`config.mk`:
```
export PLATFORM = sky130hd
export DESIGN_NAME = core_clock_config
export DESIGN_NICKNAME = d
export VERILOG_FILES = /design/src/rtl/clk_cfg_pkg.sv /design/src/rtl/cache_div_if.sv /design/src/rtl/core_clock_config.sv /design/src/rtl/cache_clock_divider.sv
export SDC_FILE = /design/constraint.sdc
export NUM_CORES = 1
export LEC_CHECK = 0
export CAP_MARGIN = 20
export CORE_ASPECT_RATIO = 1.1
export CORE_MARGIN = 5
export CORE_UTILIZATION = 51
export DETAILED_ROUTE_END_ITERATION = 10
export DONT_BUFFER_PORTS = 1
export PLACE_DENSITY_LB_ADDON = 0.1
export RECOVER_POWER = 25
export SYNTH_ARGS = -nofsm -noshare
export SYNTH_HDL_FRONTEND = slang
export SYNTH_SLANG_ARGS = --single-unit
```
`constraint.sdc`:
```
create_clock -name ref_clk_i -period 3.6 [get_ports ref_clk_i]
set_clock_uncertainty 0.1 [all_clocks]
set_input_delay 0.36 -clock ref_clk_i [delete_from_list [all_inputs] [get_ports ref_clk_i]]
set_output_delay 0.36 -clock ref_clk_i [all_outputs]
set_load 0.005 [all_outputs]
```
`src/rtl/clk_cfg_pkg.sv`:
```
// Constants, types and ratio table for the core and cache clock configuration block
// Function
// - Decode five-bit ratio select into multiplier
// - Oscillator runs at twice core in PLL mode, held at zero in bypass and off
// - Code 00110 bypasses multiplier, reference clocks core
// - Bypass: bus half rate, core full rate
// - Code 11110 stops all internal clocking
// - Cache SRAM clock divided from core
// - Thirteen cache divisors, two to eight
// - Ratio select sets core and oscillator
package clk_cfg_pkg;
	typedef enum logic [1:0] {
		MODE_OFF = 2'b00,
		MODE_PLL = 2'b01,
		MODE_BYPASS = 2'b10
	} clk_mode_t;

	// Ratio table, multipliers held in half units
	localparam int RATIO_COUNT = 30;
	localparam logic [4:0] RATIO_CODE [RATIO_COUNT] = '{
		5'h08, 5'h10, 5'h14, 5'h16, 5'h12, 5'h1A, 5'h0A, 5'h04, 5'h02, 5'h18,
		5'h0C, 5'h0F, 5'h0E, 5'h15, 5'h11, 5'h13, 5'h00, 5'h17, 5'h1F, 5'h0B,
		5'h1C, 5'h19, 5'h03, 5'h1B, 5'h01, 5'h05, 5'h07, 5'h09, 5'h0D, 5'h1D};
	localparam logic [5:0] RATIO_HALF [RATIO_COUNT] = '{
		6'h04, 6'h06, 6'h08, 6'h0A, 6'h0B, 6'h0C, 6'h0D, 6'h0E, 6'h0F, 6'h10,
		6'h11, 6'h12, 6'h13, 6'h14, 6'h15, 6'h16, 6'h17, 6'h18, 6'h19, 6'h1A,
		6'h1B, 6'h1C, 6'h1E, 6'h20, 6'h22, 6'h24, 6'h28, 6'h2A, 6'h30, 6'h38};
	localparam logic [4:0] CODE_BYPASS = 5'h06;
	localparam logic [4:0] CODE_OFF = 5'h1E;
	localparam logic [5:0] HALF_BYPASS = 6'h02;
	localparam logic [5:0] HALF_NONE = 6'h00;
	localparam logic [5:0] HALF_9P5 = 6'h13;
	localparam logic [5:0] HALF_28 = 6'h38;
	localparam logic [4:0] CODE_9P5 = 5'h0E;
	localparam logic [4:0] CODE_28 = 5'h1D;

	// Cache divisor: quarter-cycle accumulator, divisor in half units
	localparam logic [3:0] DIV_CODE_MAX = 4'hC;
	localparam logic [4:0] DIV_BASE_HALF = 5'h04;
	localparam logic [4:0] DIV_STEP = 5'h04;
	localparam logic [3:0] DIV_CODE_RESET = 4'h0;

	// Register map
	localparam logic [3:0] ADDR_CACHE_CTRL = 4'h0;
	localparam logic [3:0] ADDR_STATUS = 4'h4;
	localparam int CTRL_DIV_LSB = 0;
	localparam int STAT_RATIO_LSB = 0;
	localparam int STAT_CORE_LSB = 5;
	localparam int STAT_VCO_LSB = 11;
	localparam int STAT_MODE_LSB = 18;
	localparam logic [1:0] RESP_OKAY = 2'h0;
	localparam logic [1:0] RESP_SLVERR = 2'h2;
endpackage : clk_cfg_pkg

```
`src/rtl/cache_div_if.sv`:
```
// Link between the configuration core and the cache clock divider
`timescale 1ns/1ps
interface cache_div_if;
	logic run;
	logic [3:0] div_code;
	logic cache_clk;
	modport ctrl (output run, output div_code, input cache_clk);
	modport div (input run, input div_code, output cache_clk);
endinterface : cache_div_if

```
`src/rtl/core_clock_config.sv`:
```
// Core clock ratio decode, bypass and off modes, cache clock control over AXI4-Lite
`timescale 1ns/1ps
module core_clock_config (
	input wire logic ref_clk_i,
	input wire logic srst_i,
	input wire logic [4:0] ratio_sel_i,
	input wire logic bypass_bus_qualifier_i,
	output logic [5:0] core_mult_half_o,
	output logic [6:0] vco_mult_half_o,
	output logic [1:0] mode_o,
	output logic core_clk_en_o,
	output logic bus_tick_o,
	output logic cache_clk_o,
	input wire logic [3:0] s_axi_awaddr,
	input wire logic s_axi_awvalid,
	output logic s_axi_awready,
	input wire logic [31:0] s_axi_wdata,
	input wire logic [3:0] s_axi_wstrb,
	input wire logic s_axi_wvalid,
	output logic s_axi_wready,
	output logic [1:0] s_axi_bresp,
	output logic s_axi_bvalid,
	input wire logic s_axi_bready,
	input wire logic [3:0] s_axi_araddr,
	input wire logic s_axi_arvalid,
	output logic s_axi_arready,
	output logic [31:0] s_axi_rdata,
	output logic [1:0] s_axi_rresp,
	output logic s_axi_rvalid,
	input wire logic s_axi_rready
);
	clk_cfg_pkg::clk_mode_t mode_r;
	clk_cfg_pkg::clk_mode_t mode_nxt;
	logic [5:0] mult_nxt;
	logic [4:0] ratio_r;
	logic [clk_cfg_pkg::RATIO_COUNT-1:0] match;
	logic [3:0] div_code_r;
	logic aw_held_r;
	logic w_held_r;
	logic [3:0] awaddr_r;
	logic [31:0] wdata_r;
	logic [3:0] wstrb_r;
	logic [31:0] status_word;

	cache_div_if div_link ();

	genvar g;
	generate
		for (g = 0; g < clk_cfg_pkg::RATIO_COUNT; g++) begin : g_match
			assign match[g] = (ratio_sel_i == clk_cfg_pkg::RATIO_CODE[g]);
		end
	endgenerate

	// ratio select chooses mode and multiplier
	always_comb begin
		mult_nxt = clk_cfg_pkg::HALF_NONE;
		for (int i = 0; i < clk_cfg_pkg::RATIO_COUNT; i++) begin
			if (match[i]) begin
				mult_nxt = clk_cfg_pkg::RATIO_HALF[i];
			end
		end
		if (ratio_sel_i == clk_cfg_pkg::CODE_BYPASS) begin
			mode_nxt = clk_cfg_pkg::MODE_BYPASS;
			mult_nxt = clk_cfg_pkg::HALF_BYPASS;
		end else if (|match) begin
			mode_nxt = clk_cfg_pkg::MODE_PLL;
		end else begin
			mode_nxt = clk_cfg_pkg::MODE_OFF;
		end
	end

	// Straps sampled every cycle; board keeps them still, so no filter
	always_ff @(posedge ref_clk_i) begin
		if (srst_i) begin
			ratio_r <= 5'h00;
			mode_r <= clk_cfg_pkg::MODE_OFF;
			core_mult_half_o <= clk_cfg_pkg::HALF_NONE;
		end else begin
			ratio_r <= ratio_sel_i;
			mode_r <= mode_nxt;
			core_mult_half_o <= mult_nxt;
		end
	end

	always_ff @(posedge ref_clk_i) begin
		if (srst_i || mode_nxt != clk_cfg_pkg::MODE_PLL) begin
			vco_mult_half_o <= 7'h00;
		end else begin
			vco_mult_half_o <= {mult_nxt, 1'b0};
		end
	end

	always_ff @(posedge ref_clk_i) begin
		if (srst_i) begin
			core_clk_en_o <= 1'b0;
		end else begin
			core_clk_en_o <= (mode_nxt != clk_cfg_pkg::MODE_OFF);
		end
	end

	always_ff @(posedge ref_clk_i) begin
		if (srst_i) begin
			bus_tick_o <= 1'b0;
		end else begin
			case (mode_nxt)
				clk_cfg_pkg::MODE_PLL: begin
					bus_tick_o <= 1'b1;
				end
				clk_cfg_pkg::MODE_BYPASS: begin
					bus_tick_o <= bypass_bus_qualifier_i;
				end
				default: begin
					bus_tick_o <= 1'b0;
				end
			endcase
		end
	end

	assign mode_o = mode_r;

	assign div_link.run = core_clk_en_o;
	assign div_link.div_code = div_code_r;
	assign cache_clk_o = div_link.cache_clk;

	cache_clock_divider u_cache_div (
		.ref_clk_i(ref_clk_i),
		.srst_i(srst_i),
		.dv(div_link.div)
	);

	// AXI4-Lite write: address and data taken in either order
	assign s_axi_awready = !aw_held_r && !s_axi_bvalid;
	assign s_axi_wready = !w_held_r && !s_axi_bvalid;

	always_ff @(posedge ref_clk_i) begin
		if (srst_i) begin
			aw_held_r <= 1'b0;
			awaddr_r <= 4'h0;
		end else if (s_axi_awvalid && s_axi_awready) begin
			aw_held_r <= 1'b1;
			awaddr_r <= s_axi_awaddr;
		end else if (aw_held_r && w_held_r) begin
			aw_held_r <= 1'b0;
		end
	end

	always_ff @(posedge ref_clk_i) begin
		if (srst_i) begin
			w_held_r <= 1'b0;
			wdata_r <= 32'h0000_0000;
			wstrb_r <= 4'h0;
		end else if (s_axi_wvalid && s_axi_wready) begin
			w_held_r <= 1'b1;
			wdata_r <= s_axi_wdata;
			wstrb_r <= s_axi_wstrb;
		end else if (aw_held_r && w_held_r) begin
			w_held_r <= 1'b0;
		end
	end

	always_ff @(posedge ref_clk_i) begin
		if (srst_i) begin
			div_code_r <= clk_cfg_pkg::DIV_CODE_RESET;
		end else if (aw_held_r && w_held_r && wstrb_r[0]
			&& awaddr_r[3:2] == clk_cfg_pkg::ADDR_CACHE_CTRL[3:2]) begin
			div_code_r <= wdata_r[clk_cfg_pkg::CTRL_DIV_LSB +: 4];
		end
	end

	// Status is read only, so a write there answers with an error
	always_ff @(posedge ref_clk_i) begin
		if (srst_i) begin
			s_axi_bvalid <= 1'b0;
			s_axi_bresp <= clk_cfg_pkg::RESP_OKAY;
		end else if (aw_held_r && w_held_r) begin
			s_axi_bvalid <= 1'b1;
			s_axi_bresp <= (awaddr_r[3:2] == clk_cfg_pkg::ADDR_CACHE_CTRL[3:2])
				? clk_cfg_pkg::RESP_OKAY : clk_cfg_pkg::RESP_SLVERR;
		end else if (s_axi_bready) begin
			s_axi_bvalid <= 1'b0;
		end
	end

	always_comb begin
		status_word = 32'h0000_0000;
		status_word[clk_cfg_pkg::STAT_RATIO_LSB +: 5] = ratio_r;
		status_word[clk_cfg_pkg::STAT_CORE_LSB +: 6] = core_mult_half_o;
		status_word[clk_cfg_pkg::STAT_VCO_LSB +: 7] = vco_mult_half_o;
		status_word[clk_cfg_pkg::STAT_MODE_LSB +: 2] = mode_r;
	end

	// AXI4-Lite read, one outstanding
	assign s_axi_arready = !s_axi_rvalid;

	always_ff @(posedge ref_clk_i) begin
		if (srst_i) begin
			s_axi_rvalid <= 1'b0;
			s_axi_rdata <= 32'h0000_0000;
			s_axi_rresp <= clk_cfg_pkg::RESP_OKAY;
		end else if (s_axi_arvalid && s_axi_arready) begin
			s_axi_rvalid <= 1'b1;
			case (s_axi_araddr[3:2])
				clk_cfg_pkg::ADDR_CACHE_CTRL[3:2]: begin
					s_axi_rdata <= {28'h000_0000, div_code_r};
					s_axi_rresp <= clk_cfg_pkg::RESP_OKAY;
				end
				clk_cfg_pkg::ADDR_STATUS[3:2]: begin
					s_axi_rdata <= status_word;
					s_axi_rresp <= clk_cfg_pkg::RESP_OKAY;
				end
				default: begin
					s_axi_rdata <= 32'h0000_0000;
					s_axi_rresp <= clk_cfg_pkg::RESP_SLVERR;
				end
			endcase
		end else if (s_axi_rready) begin
			s_axi_rvalid <= 1'b0;
		end
	end
endmodule : core_clock_config

```
`src/rtl/cache_clock_divider.sv`:
```
// Fractional cache SRAM clock divider running on core ticks
`timescale 1ns/1ps
module cache_clock_divider (
	input wire logic ref_clk_i,
	input wire logic srst_i,
	cache_div_if.div dv
);
	logic [4:0] acc_r;
	logic [4:0] acc_sum;
	logic [4:0] div_half;
	logic active;

	assign acc_sum = acc_r + clk_cfg_pkg::DIV_STEP;
	assign div_half = clk_cfg_pkg::DIV_BASE_HALF + {1'b0, dv.div_code};
	// Unused field codes park the clock rather than guess a ratio
	assign active = dv.run && (dv.div_code <= clk_cfg_pkg::DIV_CODE_MAX);

	always_ff @(posedge ref_clk_i) begin
		if (srst_i || !active) begin
			acc_r <= 5'h00;
			dv.cache_clk <= 1'b0;
		end else if (acc_sum >= div_half) begin
			acc_r <= acc_sum - div_half;
			dv.cache_clk <= ~dv.cache_clk;
		end else begin
			acc_r <= acc_sum;
		end
	end
endmodule : cache_clock_divider

```
After elaboration in Yosys (flattened, before gate mapping)
Cells that the tools add are included.
- register bits: 81
- input bits: 57
- output and inout bits: 59
- word-level logic and storage cells: 131
- add/subtract/negate cells: 3
- magnitude comparators: 2
- eq/ne operators: 34
- mux-type cells: 45
- bitwise gates (word level): 1
- reductions and logical operators: 26
- operators with widths (operator ; number):
    6-bit two-way mux ; 30
    5-bit equality test, second input constant ; 15
    5-bit by 4-bit equality test with 1-bit output, second input constant ; 8
    20-bit one-hot mux with 2 select lines ; 1
    30-bit OR reduction ; 1
    5-bit by 3-bit equality test with 1-bit output, second input constant ; 4
    5-bit by 2-bit equality test with 1-bit output, second input constant ; 2
    2-bit nonzero test ; 5
    1-bit logical AND ; 9
    1-bit two-way mux ; 8
    2-bit two-way mux ; 3
    3-bit by 4-bit adder with 5-bit output, first input constant ; 1
    5-bit by 3-bit adder with 5-bit output, second input constant ; 1
    5-bit by 1-bit equality test with 1-bit output, second input constant ; 1
    5-bit greater-or-equal comparator ; 1
    1-bit zero test ; 5
    5-bit zero test ; 1
    5-bit two-way mux ; 1
    5-bit subtractor ; 1
    2-bit by 1-bit equality test with 1-bit output, second input constant ; 2
    4-bit less-or-equal comparator, second input constant ; 1
    2-bit zero test ; 2
    3-bit two-way mux ; 1
    2-bit equality test, second input constant ; 1
    other kinds (5) ; 6

Longest topological paths before layout
Gate-level depths: netlist (run 1).
- word-level depth: 32
- gate-level depth with buffers: 8

Cells and area by module
From an unflattened synthesis (run 1), not the netlist that was laid out.
- cell total of the unflattened synthesis: 317
- area, all modules: 2870.3 µm²
- modules (own cells, without submodules) (module ; times used ; cells each ; area each (µm²) ; seq. area each (µm²)):
    core_clock_config ; 1 ; 255 ; 2303.5 ; 1141.1
    cache_clock_divider ; 1 ; 62 ; 566.8 ; 120.1

Least setup slack after synthesis (run 1)
Ideal clock, no wire load.
- path type: register to register
- start point: register u_cache_div.acc_r[2]
- end point: register u_cache_div.acc_r[0]
- arrival: 1.669 ns
- data required time: 3.428 ns
- slack: 1.759 ns
- cell stages (with the launch flop): 7
- path buffers: 0
- period minus slack after synthesis: 1.841 ns
- cell sequence: dfxtp_1 -> ha_1 -> ha_1 -> and4_1 -> nor3_1 -> o2bb2ai_2 -> mux2i_1
- word-level cells in the longest chain between the ends: 3
- RTL lines (what ; line ; source):
    from (decl) ; cache_clock_divider.sv:8 ; logic [4:0] acc_r;
    from (signal assigned) ; cache_clock_divider.sv:23 ; acc_r <= acc_sum - div_half;
    from (signal assigned) ; cache_clock_divider.sv:26 ; acc_r <= acc_sum;
    5-bit by 3-bit adder with 5-bit output ; cache_clock_divider.sv:13 ; assign acc_sum = acc_r + clk_cfg_pkg::DIV_STEP;
    5-bit greater-or-equal comparator ; cache_clock_divider.sv:22 ; end else if (acc_sum >= div_half) begin
    5-bit two-way mux ; cache_clock_divider.sv:22 ;
No other way between the ends.
A chain may end at the register's enable or synchronous reset.

Worst setup path after layout (run 1)
- start point: register div_code_r[2]
- end point: register u_cache_div.acc_r[0]
- word-level cells in the longest chain between the ends: 4
- RTL lines (what ; line ; source):
    from (decl) ; core_clock_config.sv:37 ; logic [3:0] div_code_r;
    from (signal assigned) ; core_clock_config.sv:163 ; div_code_r <= clk_cfg_pkg::DIV_CODE_RESET;
    from (signal assigned) ; core_clock_config.sv:166 ; div_code_r <= wdata_r[clk_cfg_pkg::CTRL_DIV_LSB +: 4];
    parallel branches: the longest is 4 deep, another holds 3-bit by 4-bit adder with 5-bit output ; n/a ;
Several ways; the timed one is not identified.

==> qor.yml, run 1 <==
synth_largest_area_cell: "dfxtp_1"
min_from: "srst_i"
coreArea_um2: 5465
tns_ns: 0
dieWidth_um: 81.98
cp-start-kind: "flop"
cpMostUsedCell: "ha_1"
power_density_nw_per_um2: 473.1
outcome: "complete, but fails checks"
final.fill_count: 530
grt_pass1_wl_mm: 9.335
critical_path.max_fanout: 6
clockBufferDepth: 2
final_util_pct: 54.97
total_power_mw: 1.421
max_freq_mhz: 498.3
slew_headroom_pct: -42.35
ant_nets: 0
postCtsSetupBuffers: 0
syn2layout_area_growth_pct: 3.358
grt_overflow: 0
via_per_inst: 5.358
ios: 116
via_count: 2068
ctsHoldBuffers: 2
fin_nets: 372
wire_per_inst_um: 15.07
setup_violations: 0
chipHeight_um: 89.18
r2r_cells: 7
antenna_cells: 0
antenna_found_initial: 0
period_minus_slack_ns: 2.007
final_hold_viol_count: 0
crit_chain: "ha_1, inv_1, ha_1, and4_1, nor3_1, o2bb2ai_2, mux2i_1"
ys_top_cells_by_area: "dfxtp_1, buf_4, nor2_1"
cellLeakagePower_nw: 1.144
crit_path_top_delay_cell: "dfxtp_1"
slew_violations: 44
cts_resized: 0
syn-instance-count: 315
crit_path_max_incr_delay_ns: 0.34
synth_edf_count: 0
drv_cap: 1
arrival_ns: 2.16
drt-total-wl_mm: 5.818
worstSetupEndpointType: "flop"
num_rows: 28
hold_end: "ratio_r[0]"
drt_iter0_drc: 71
rr_endpoint: "u_cache_div.acc_r[0]"
io_buffers: 0
dr.pass1.iters: 4
drcViolationCount: 0
syn_avg_cell_area_um2: 9.227
grt_pass1_vias: 1912
grt_setup_unrepaired: "false"
cts-buffers-inserted: 9
grt_start_max_net_pins: 44
drive_gt1_share_pct: 13.50
syn_area_um2: 2907
cts.clk_slew.worst_paths_ns: 0.06
timing.rr.start: "div_code_r[2]"
worstSetupStartpoint: "div_code_r[2]"
synth_top_area_share_pct: 43.39
ys_types: 49
clock-sinks: 63
hp-class: "in -> reg"
crit_type: "reg -> reg"
grt.total_usage_pct: 16.60
r2r_setup_slack_ns: 1.59
place.detailed.hpwl_mm: 4.055
tritoncts: "done"
synth_warnings: 0
vdd_drop_max_uv: 237.3
dieArea_um2: 7311
ys_seq_elements: 63
tightest_slew_ns: 2.135
async_flop_share_pct: 0
start_util_pct: 53.18
insertion_delay_ns: 0.32
gp_congestion: 0.7487
worstPathRequired_ns: 3.75
root_buffer: "clkbuf_8"
violations: "max-capacitance violations, max-slew violations"
cts_htree_levels: 3
yosysSeqAreaShare_pct: 43.39
period_share_pct: 55.75
synth-main-ff-cell: "dfxtp_1"
whs_path_depth: 1
==> flip-flops by register name (all words and copies together), names as in the netlist, 2 cells and up <==
| signal | count |
|---|---|
| u_cache_div.acc_r | 5 |
| awaddr_r | 2 |
| vco_mult_half_o | 6 |
| core_mult_half_o | 6 |
| div_code_r | 4 |
| ratio_r | 5 |
| s_axi_rdata | 19 |
| mode_o | 2 |
| wdata_r | 4 |
==> worst max-delay path: cells and delay by family, from the launching register on <==
family	cells	cell delay, ns
muxes	1	0.23
buffers and inverters	1	0.04
and+or+nand+nor	2	0.34
AOI/OAI and AO/OA	1	0.26
DFF	1	0.34
adders and majority gates	2	0.61
==> worst max path at each step <==
stage,end,cells after the start
floorplan,u_cache_div.acc_r[0],6
global placement,u_cache_div.acc_r[0],7
detailed placement,u_cache_div.acc_r[1],7
CTS,u_cache_div.acc_r[0],7
global route,s_axi_rdata[0],2
finish,u_cache_div.acc_r[0],7
==> kinds of logic after synthesis <==
family	Yosys count	share of synthesized area, %
other cells	1	0.1290
simple gates	104	17.82
xor+xnor	2	0.6028
fa+ha+maj	9	4.046
mux	15	5.295
buf+inv	48	9.987
compound gates	73	18.73
flops	63	43.39
==> per-stage QoR <==
stage               hold slack [ns]  instances  instance area [um^2]  setup WS (ns)
finish                      0.02043        386                  3004          1.593
global route               0.008672        386                  3004          1.432
CTS                        0.001976        386                  3020          1.575
detailed placement           0.3379        369                  2811          1.597
global placement             0.3359        369                  2811          1.618
floorplan                    0.3380        330                  2963          1.759
==> layout make-up <==
cell class                      instances  area, um^2  share of cell area (%)
Clock buffer                           11       131.4                   4.373
Clock inverter                          4       47.55                   1.583
Inverter                               12       45.04                   1.499
Multi-Input combinational cell        219        1411                   46.98
Sequential cell                        63        1261                   41.98
Tap cell                               75       93.84                   3.124
Timing Repair Buffer                    2       13.76                  0.4581
==> synthesized netlist by cell type, types with 3 or more instances <==
| master | instances |
|---|---|
| dfxtp_1 | 63 |
| nor2_1 | 35 |
| nand2_1 | 25 |
| buf_4 | 19 |
| a21oi_1 | 16 |
| inv_1 | 12 |
| mux2i_1 | 12 |
| a22oi_1 | 10 |
| a22oi_2 | 10 |
| buf_2 | 10 |
| nor2_2 | 10 |
| nand3_1 | 9 |
| o21ai_0 | 9 |
| ha_1 | 7 |
| a31oi_1 | 6 |
| nand2b_1 | 6 |
| nor3_1 | 5 |
| clkbuf_1 | 4 |
| nor2b_1 | 4 |
| mux2_2 | 3 |
| o211ai_1 | 3 |
| o21a_1 | 3 |
==> layer usage <==
| layer | GRT usage (%) | wire length [um] | up-vias |
|---|---|---|---|
| li1 | - | - | 1037 |
| met1 | 22.78 | 2639 | 959 |
| met2 | 24.32 | 2613 | 67 |
| met3 | 6.048 | 531 | 5 |
| met4 | 4.985 | 33 | 0 |
| met5 | 0 | 0 | - |
==> power by group <==
part | total (mW) | internal (mW) | switching [mW]
Sequential | 0.752 | 0.727 | 0.0246
Combinational | 0.107 | 0.0418 | 0.0650
Clock | 0.563 | 0.314 | 0.249
==> placed cells by master (no fill, tap or decap), types with 2 or more instances in the layout <==
| cell | n |
|---|---|
| clkbuf_1 | 3 |
| nand2b_1 | 6 |
| a21boi_0 | 2 |
| nor3_1 | 5 |
| o21ai_0 | 9 |
| a221oi_1 | 2 |
| dfxtp_1 | 63 |
| conb_1 | 16 |
| nor2b_1 | 4 |
| nor2_2 | 10 |
| a31oi_1 | 6 |
| o21bai_1 | 2 |
| nand2_1 | 25 |
| o211ai_1 | 3 |
| inv_1 | 12 |
| nand3_1 | 9 |
| clkinv_2 | 2 |
| a21oi_1 | 16 |
| mux2i_1 | 12 |
| ha_1 | 7 |
| and2_1 | 2 |
| nor2_1 | 35 |
| a22oi_1 | 10 |
| a21o_1 | 2 |
| a22oi_2 | 10 |
| mux2_2 | 3 |
| xor2_1 | 2 |
| clkbuf_8 | 9 |
| o21a_1 | 3 |
No activity file was read; power rests on OpenSTA's default activity.
==> run 2, diff against run 1 <==
- ABC_AREA: default -> 1
- clock period: 3.6 -> 2 ns (I/O delays scaled with it)
==> run 2 against run 1 <==
The run now ends clean. Fmax grew 5.2%. Synthesized cell count is 25% higher. Critical endpoint is now u_cache_div.acc_r[4]. Sequential power grew 82%. Combinational power rose to 3.0 times the previous value. Non-clock buffer count is 27 higher.
==> qor.yml, run 2 <==
place.detailed.hpwl_mm: 4.942  # was 4.055 mm
final_util_pct: 63.89  # was 54.97%
timing.final.ws_setup_ns: 0.09141  # was 1.593 ns
start_util_pct: 53.23  # was 53.18%
ys_seq_elements: 63  # unchanged
syn-instance-count: 395  # was 315
fin_cells: 503  # was 386
synth_largest_area_cell: "dfxtp_1"  # unchanged
top_layer_used: "met4"  # unchanged
chipHeight_um: 88.96  # was 89.18 um
coreArea_um2: 5430  # was 5465 um^2
drcViolationCount: 0  # unchanged
synth_top_family_by_area: "simple AND/OR/NAND/NOR gates"  # was compound AO/OA/AOI/OAI gates
ys_top_cells_by_area: "dfxtp_1, nor2_1, nand2_1"  # was dfxtp_1, buf_4, nor2_1
final_common_cell: "nor2_1"  # was dfxtp_1
cellLeakagePower_nw: 1.627  # was 1.144 nW
via_count: 2631  # was 2,068
synth_mux_area_share_pct: 0  # was 5.295%
synth_top_area_share_pct: 43.64  # was 43.39%
grt_pass1_wl_mm: 11.41  # was 9.335 mm
io_buffers: 0  # unchanged
grt_overflow: 0  # unchanged
tightest_slew_ns: 0.5256  # was 2.135 ns
wl_met1_mm: 3.092  # was 2.639 mm
grt.total_usage_pct: 20.29  # was 16.60%
tns_ns: 0  # unchanged
syn_area_um2: 2890  # was 2907 um^2
drt-total-wl_mm: 7.086  # was 5.818 mm
met2_length_mm: 3.242  # was 2.613 mm
synth_xor_area_share_pct: 1.212  # was 0.6027%
wire_per_inst_um: 14.09  # was 15.07 um
async_flop_share_pct: 0  # unchanged
power_density_nw_per_um2: 910.6  # was 473.1 nW/um^2
fin_nets: 488  # was 372
synth-main-ff-cell: "dfxtp_1"  # unchanged
synth-compound-area-share_pct: 13.90  # was 18.73%
drive_gt1_share_pct: 9.346  # was 13.50%
worstPathRequired_ns: 2.13  # was 3.75 ns
insertion_delay_ns: 0.33  # was 0.32 ns
max_freq_mhz: 523.9  # was 498.3 MHz
grt_setup_unrepaired: "true"  # was false
setup_violations: 0  # unchanged
final.fill_count: 494  # was 530
synth_warnings: 0  # unchanged
gp_congestion: 0.9182  # was 0.7487
dieArea_um2: 7274  # was 7311 um^2
place_ws_ns: -0.09424  # was 1.597 ns
grt_pass1_vias: 2439  # was 1,912
ys_types: 28  # was 49
period_minus_slack_ns: 1.909  # was 2.007 ns
wl_met3_um: 636  # was 531 um
ios: 116  # unchanged
antenna_cells: 0  # unchanged
clockBufferDepth: 2  # unchanged
slew_violations: 0  # was 44
ant_nets: 0  # unchanged
drt_iter0_drc: 137  # was 71
num_rows: 28  # unchanged
outcome: "finished, final reports clean"  # was complete, but fails checks
dr.pass1.iters: 4  # unchanged
worstSetupEndpointType: "flop"  # unchanged
yosysSeqAreaShare_pct: 43.64  # was 43.39%
synth-simple-area-share_pct: 26.28  # was 17.82%
syn2layout_area_growth_pct: 20.04  # was 3.358%
arrival_ns: 2.04  # was 2.16 ns
regArea_um2: 1264  # was 1261 um^2
syn_avg_cell_area_um2: 7.317  # was 9.227 um^2
clock-sinks: 63  # unchanged
drv_cap: 0  # was 1
antenna_found_initial: 0  # unchanged
grt_start_max_net_pins: 34  # was 44
via_per_inst: 5.231  # was 5.358
cp-start-kind: "flop"  # unchanged
cts_htree_levels: 3  # unchanged
cts.clk_slew.worst_paths_ns: 0.08  # was 0.06 ns
multi_input_area_um2: 1420  # was 1411 um^2
vdd_drop_max_uv: 581.0  # was 237.3 uV
period_share_pct: 95.43  # was 55.75%
tritoncts: "done"  # unchanged
final_hold_viol_count: 0  # unchanged
yosysMostFrequentCell: "nor2_1"  # was dfxtp_1
synthTopCellsByCount: "nor2_1, nand2_1, dfxtp_1"  # was dfxtp_1, nor2_1, nand2_1
regMostFlops: "s_axi_rdata"  # unchanged
final_cell_mix: "nor2_1, nand2_1, dfxtp_1"  # was dfxtp_1, nor2_1, nand2_1
synth_edf_count: 0  # unchanged
cts-buffers-inserted: 9  # unchanged
synth_fa_ha_area_share_pct: 3.723  # was 4.046%
dp_cells: 469  # was 369
top_regs: "s_axi_rdata x19, core_mult_half_o x6, vco_mult_half_o x6"  # unchanged
hp-class: "in -> reg"  # unchanged
whs_ns: 0.01687  # was 0.02043 ns
largest_register_ffs: 19  # unchanged
dieWidth_um: 81.78  # was 81.98 um
crit_type: "reg -> reg"  # unchanged
slew_headroom_pct: 64.92  # was -42.35%
critical_path.max_fanout: 5  # was 6
root_buffer: "clkbuf_8"  # unchanged
run 2: cell types whose count changed in the layout (fill, tap and decap cells not counted), moves of 5 or more:
cell,previous run,this run
nor2_1,35,81
nand2_1,25,64
inv_1,12,39
dlygate4sd3_1,1,17
nand3_1,9,24
mux2i_1,12,0
buf_4,0,11
o21ai_0,9,20
a22oi_2,10,0
nand4_1,0,7
nor2_2,10,3
nand2b_1,6,0
a22oi_1,10,15
run 2: repair_timing:
item	CTS	global route
hold buffers	18	0
pin swaps	4	2
gates resized for setup	6	7
setup buffers	0	0
endpoints found under the hold margin	44	0
endpoints found under the setup margin	6	6
cloned	0	0
run 2: metrics by stage:
step / cell area (um^2) / power (mW)
after floorplan: 2947 / 1.628
after global placement: 2952 / 1.658
after detailed placement: 2952 / 1.664
after CTS: 3442 / 3.178
after global routing: 3470 / 3.292
final: 3470 / 3.159
run 2: cell families (layout without fill, tap and decap cells):
kind of cell	Yosys count	count (layout)
buf+inv	67	85
flops	63	63
other cells	1	16
compound gates	67	67
xor+xnor	4	4
simple gates	185	185
fa+ha+maj	8	8
run 2: critical path, cell delays in order, from the launching register on:
cell and delay (ns):
dfxtp_2 0.35, ha_4 0.15, xor2_4 0.17, ha_4 0.23, a21oi_1 0.14, a21boi_2 0.19
nand3_2 0.10, buf_4 0.17, o21ai_0 0.16, nor2_1 0.05
run 2: path summary, 6_finish.rpt:
| kind | slack, ns | depth (start not counted) | to | start |
|---|---|---|---|---|
| max | 0.09 | 9 | u_cache_div.acc_r[4] | u_cache_div.acc_r[2] |
| min | 0.02 | 3 | awaddr_r[3] | s_axi_awvalid |
| max reg2reg | 0.09 | 9 | u_cache_div.acc_r[4] | u_cache_div.acc_r[2] |
| min reg2reg | 0.36 | 2 | s_axi_rdata[1] | ratio_r[1] |
run 2: report_power, final:
group | total (mW) | switching (mW) | internal (mW)
Clock | 1.47 | 0.508 | 0.958
Sequential | 1.37 | 0.0466 | 1.32
Combinational | 0.325 | 0.200 | 0.124
run 2: area by class of cell:
cell class,count,area share (%)
Multi-Input combinational cell,280,40.93
Sequential cell,63,36.42
Timing Repair Buffer,29,7.862
Inverter,40,4.327
Clock inverter,7,4.183
Clock buffer,9,3.570
Tap cell,75,2.705
run 2: routing by layer:
layer | up-vias | GRT usage (%)
met3 | 12 | 5.645
met2 | 94 | 31.67
met4 | 0 | 8.157
li1 | 1316 | -
met5 | - | 0
met1 | 1209 | 26.50
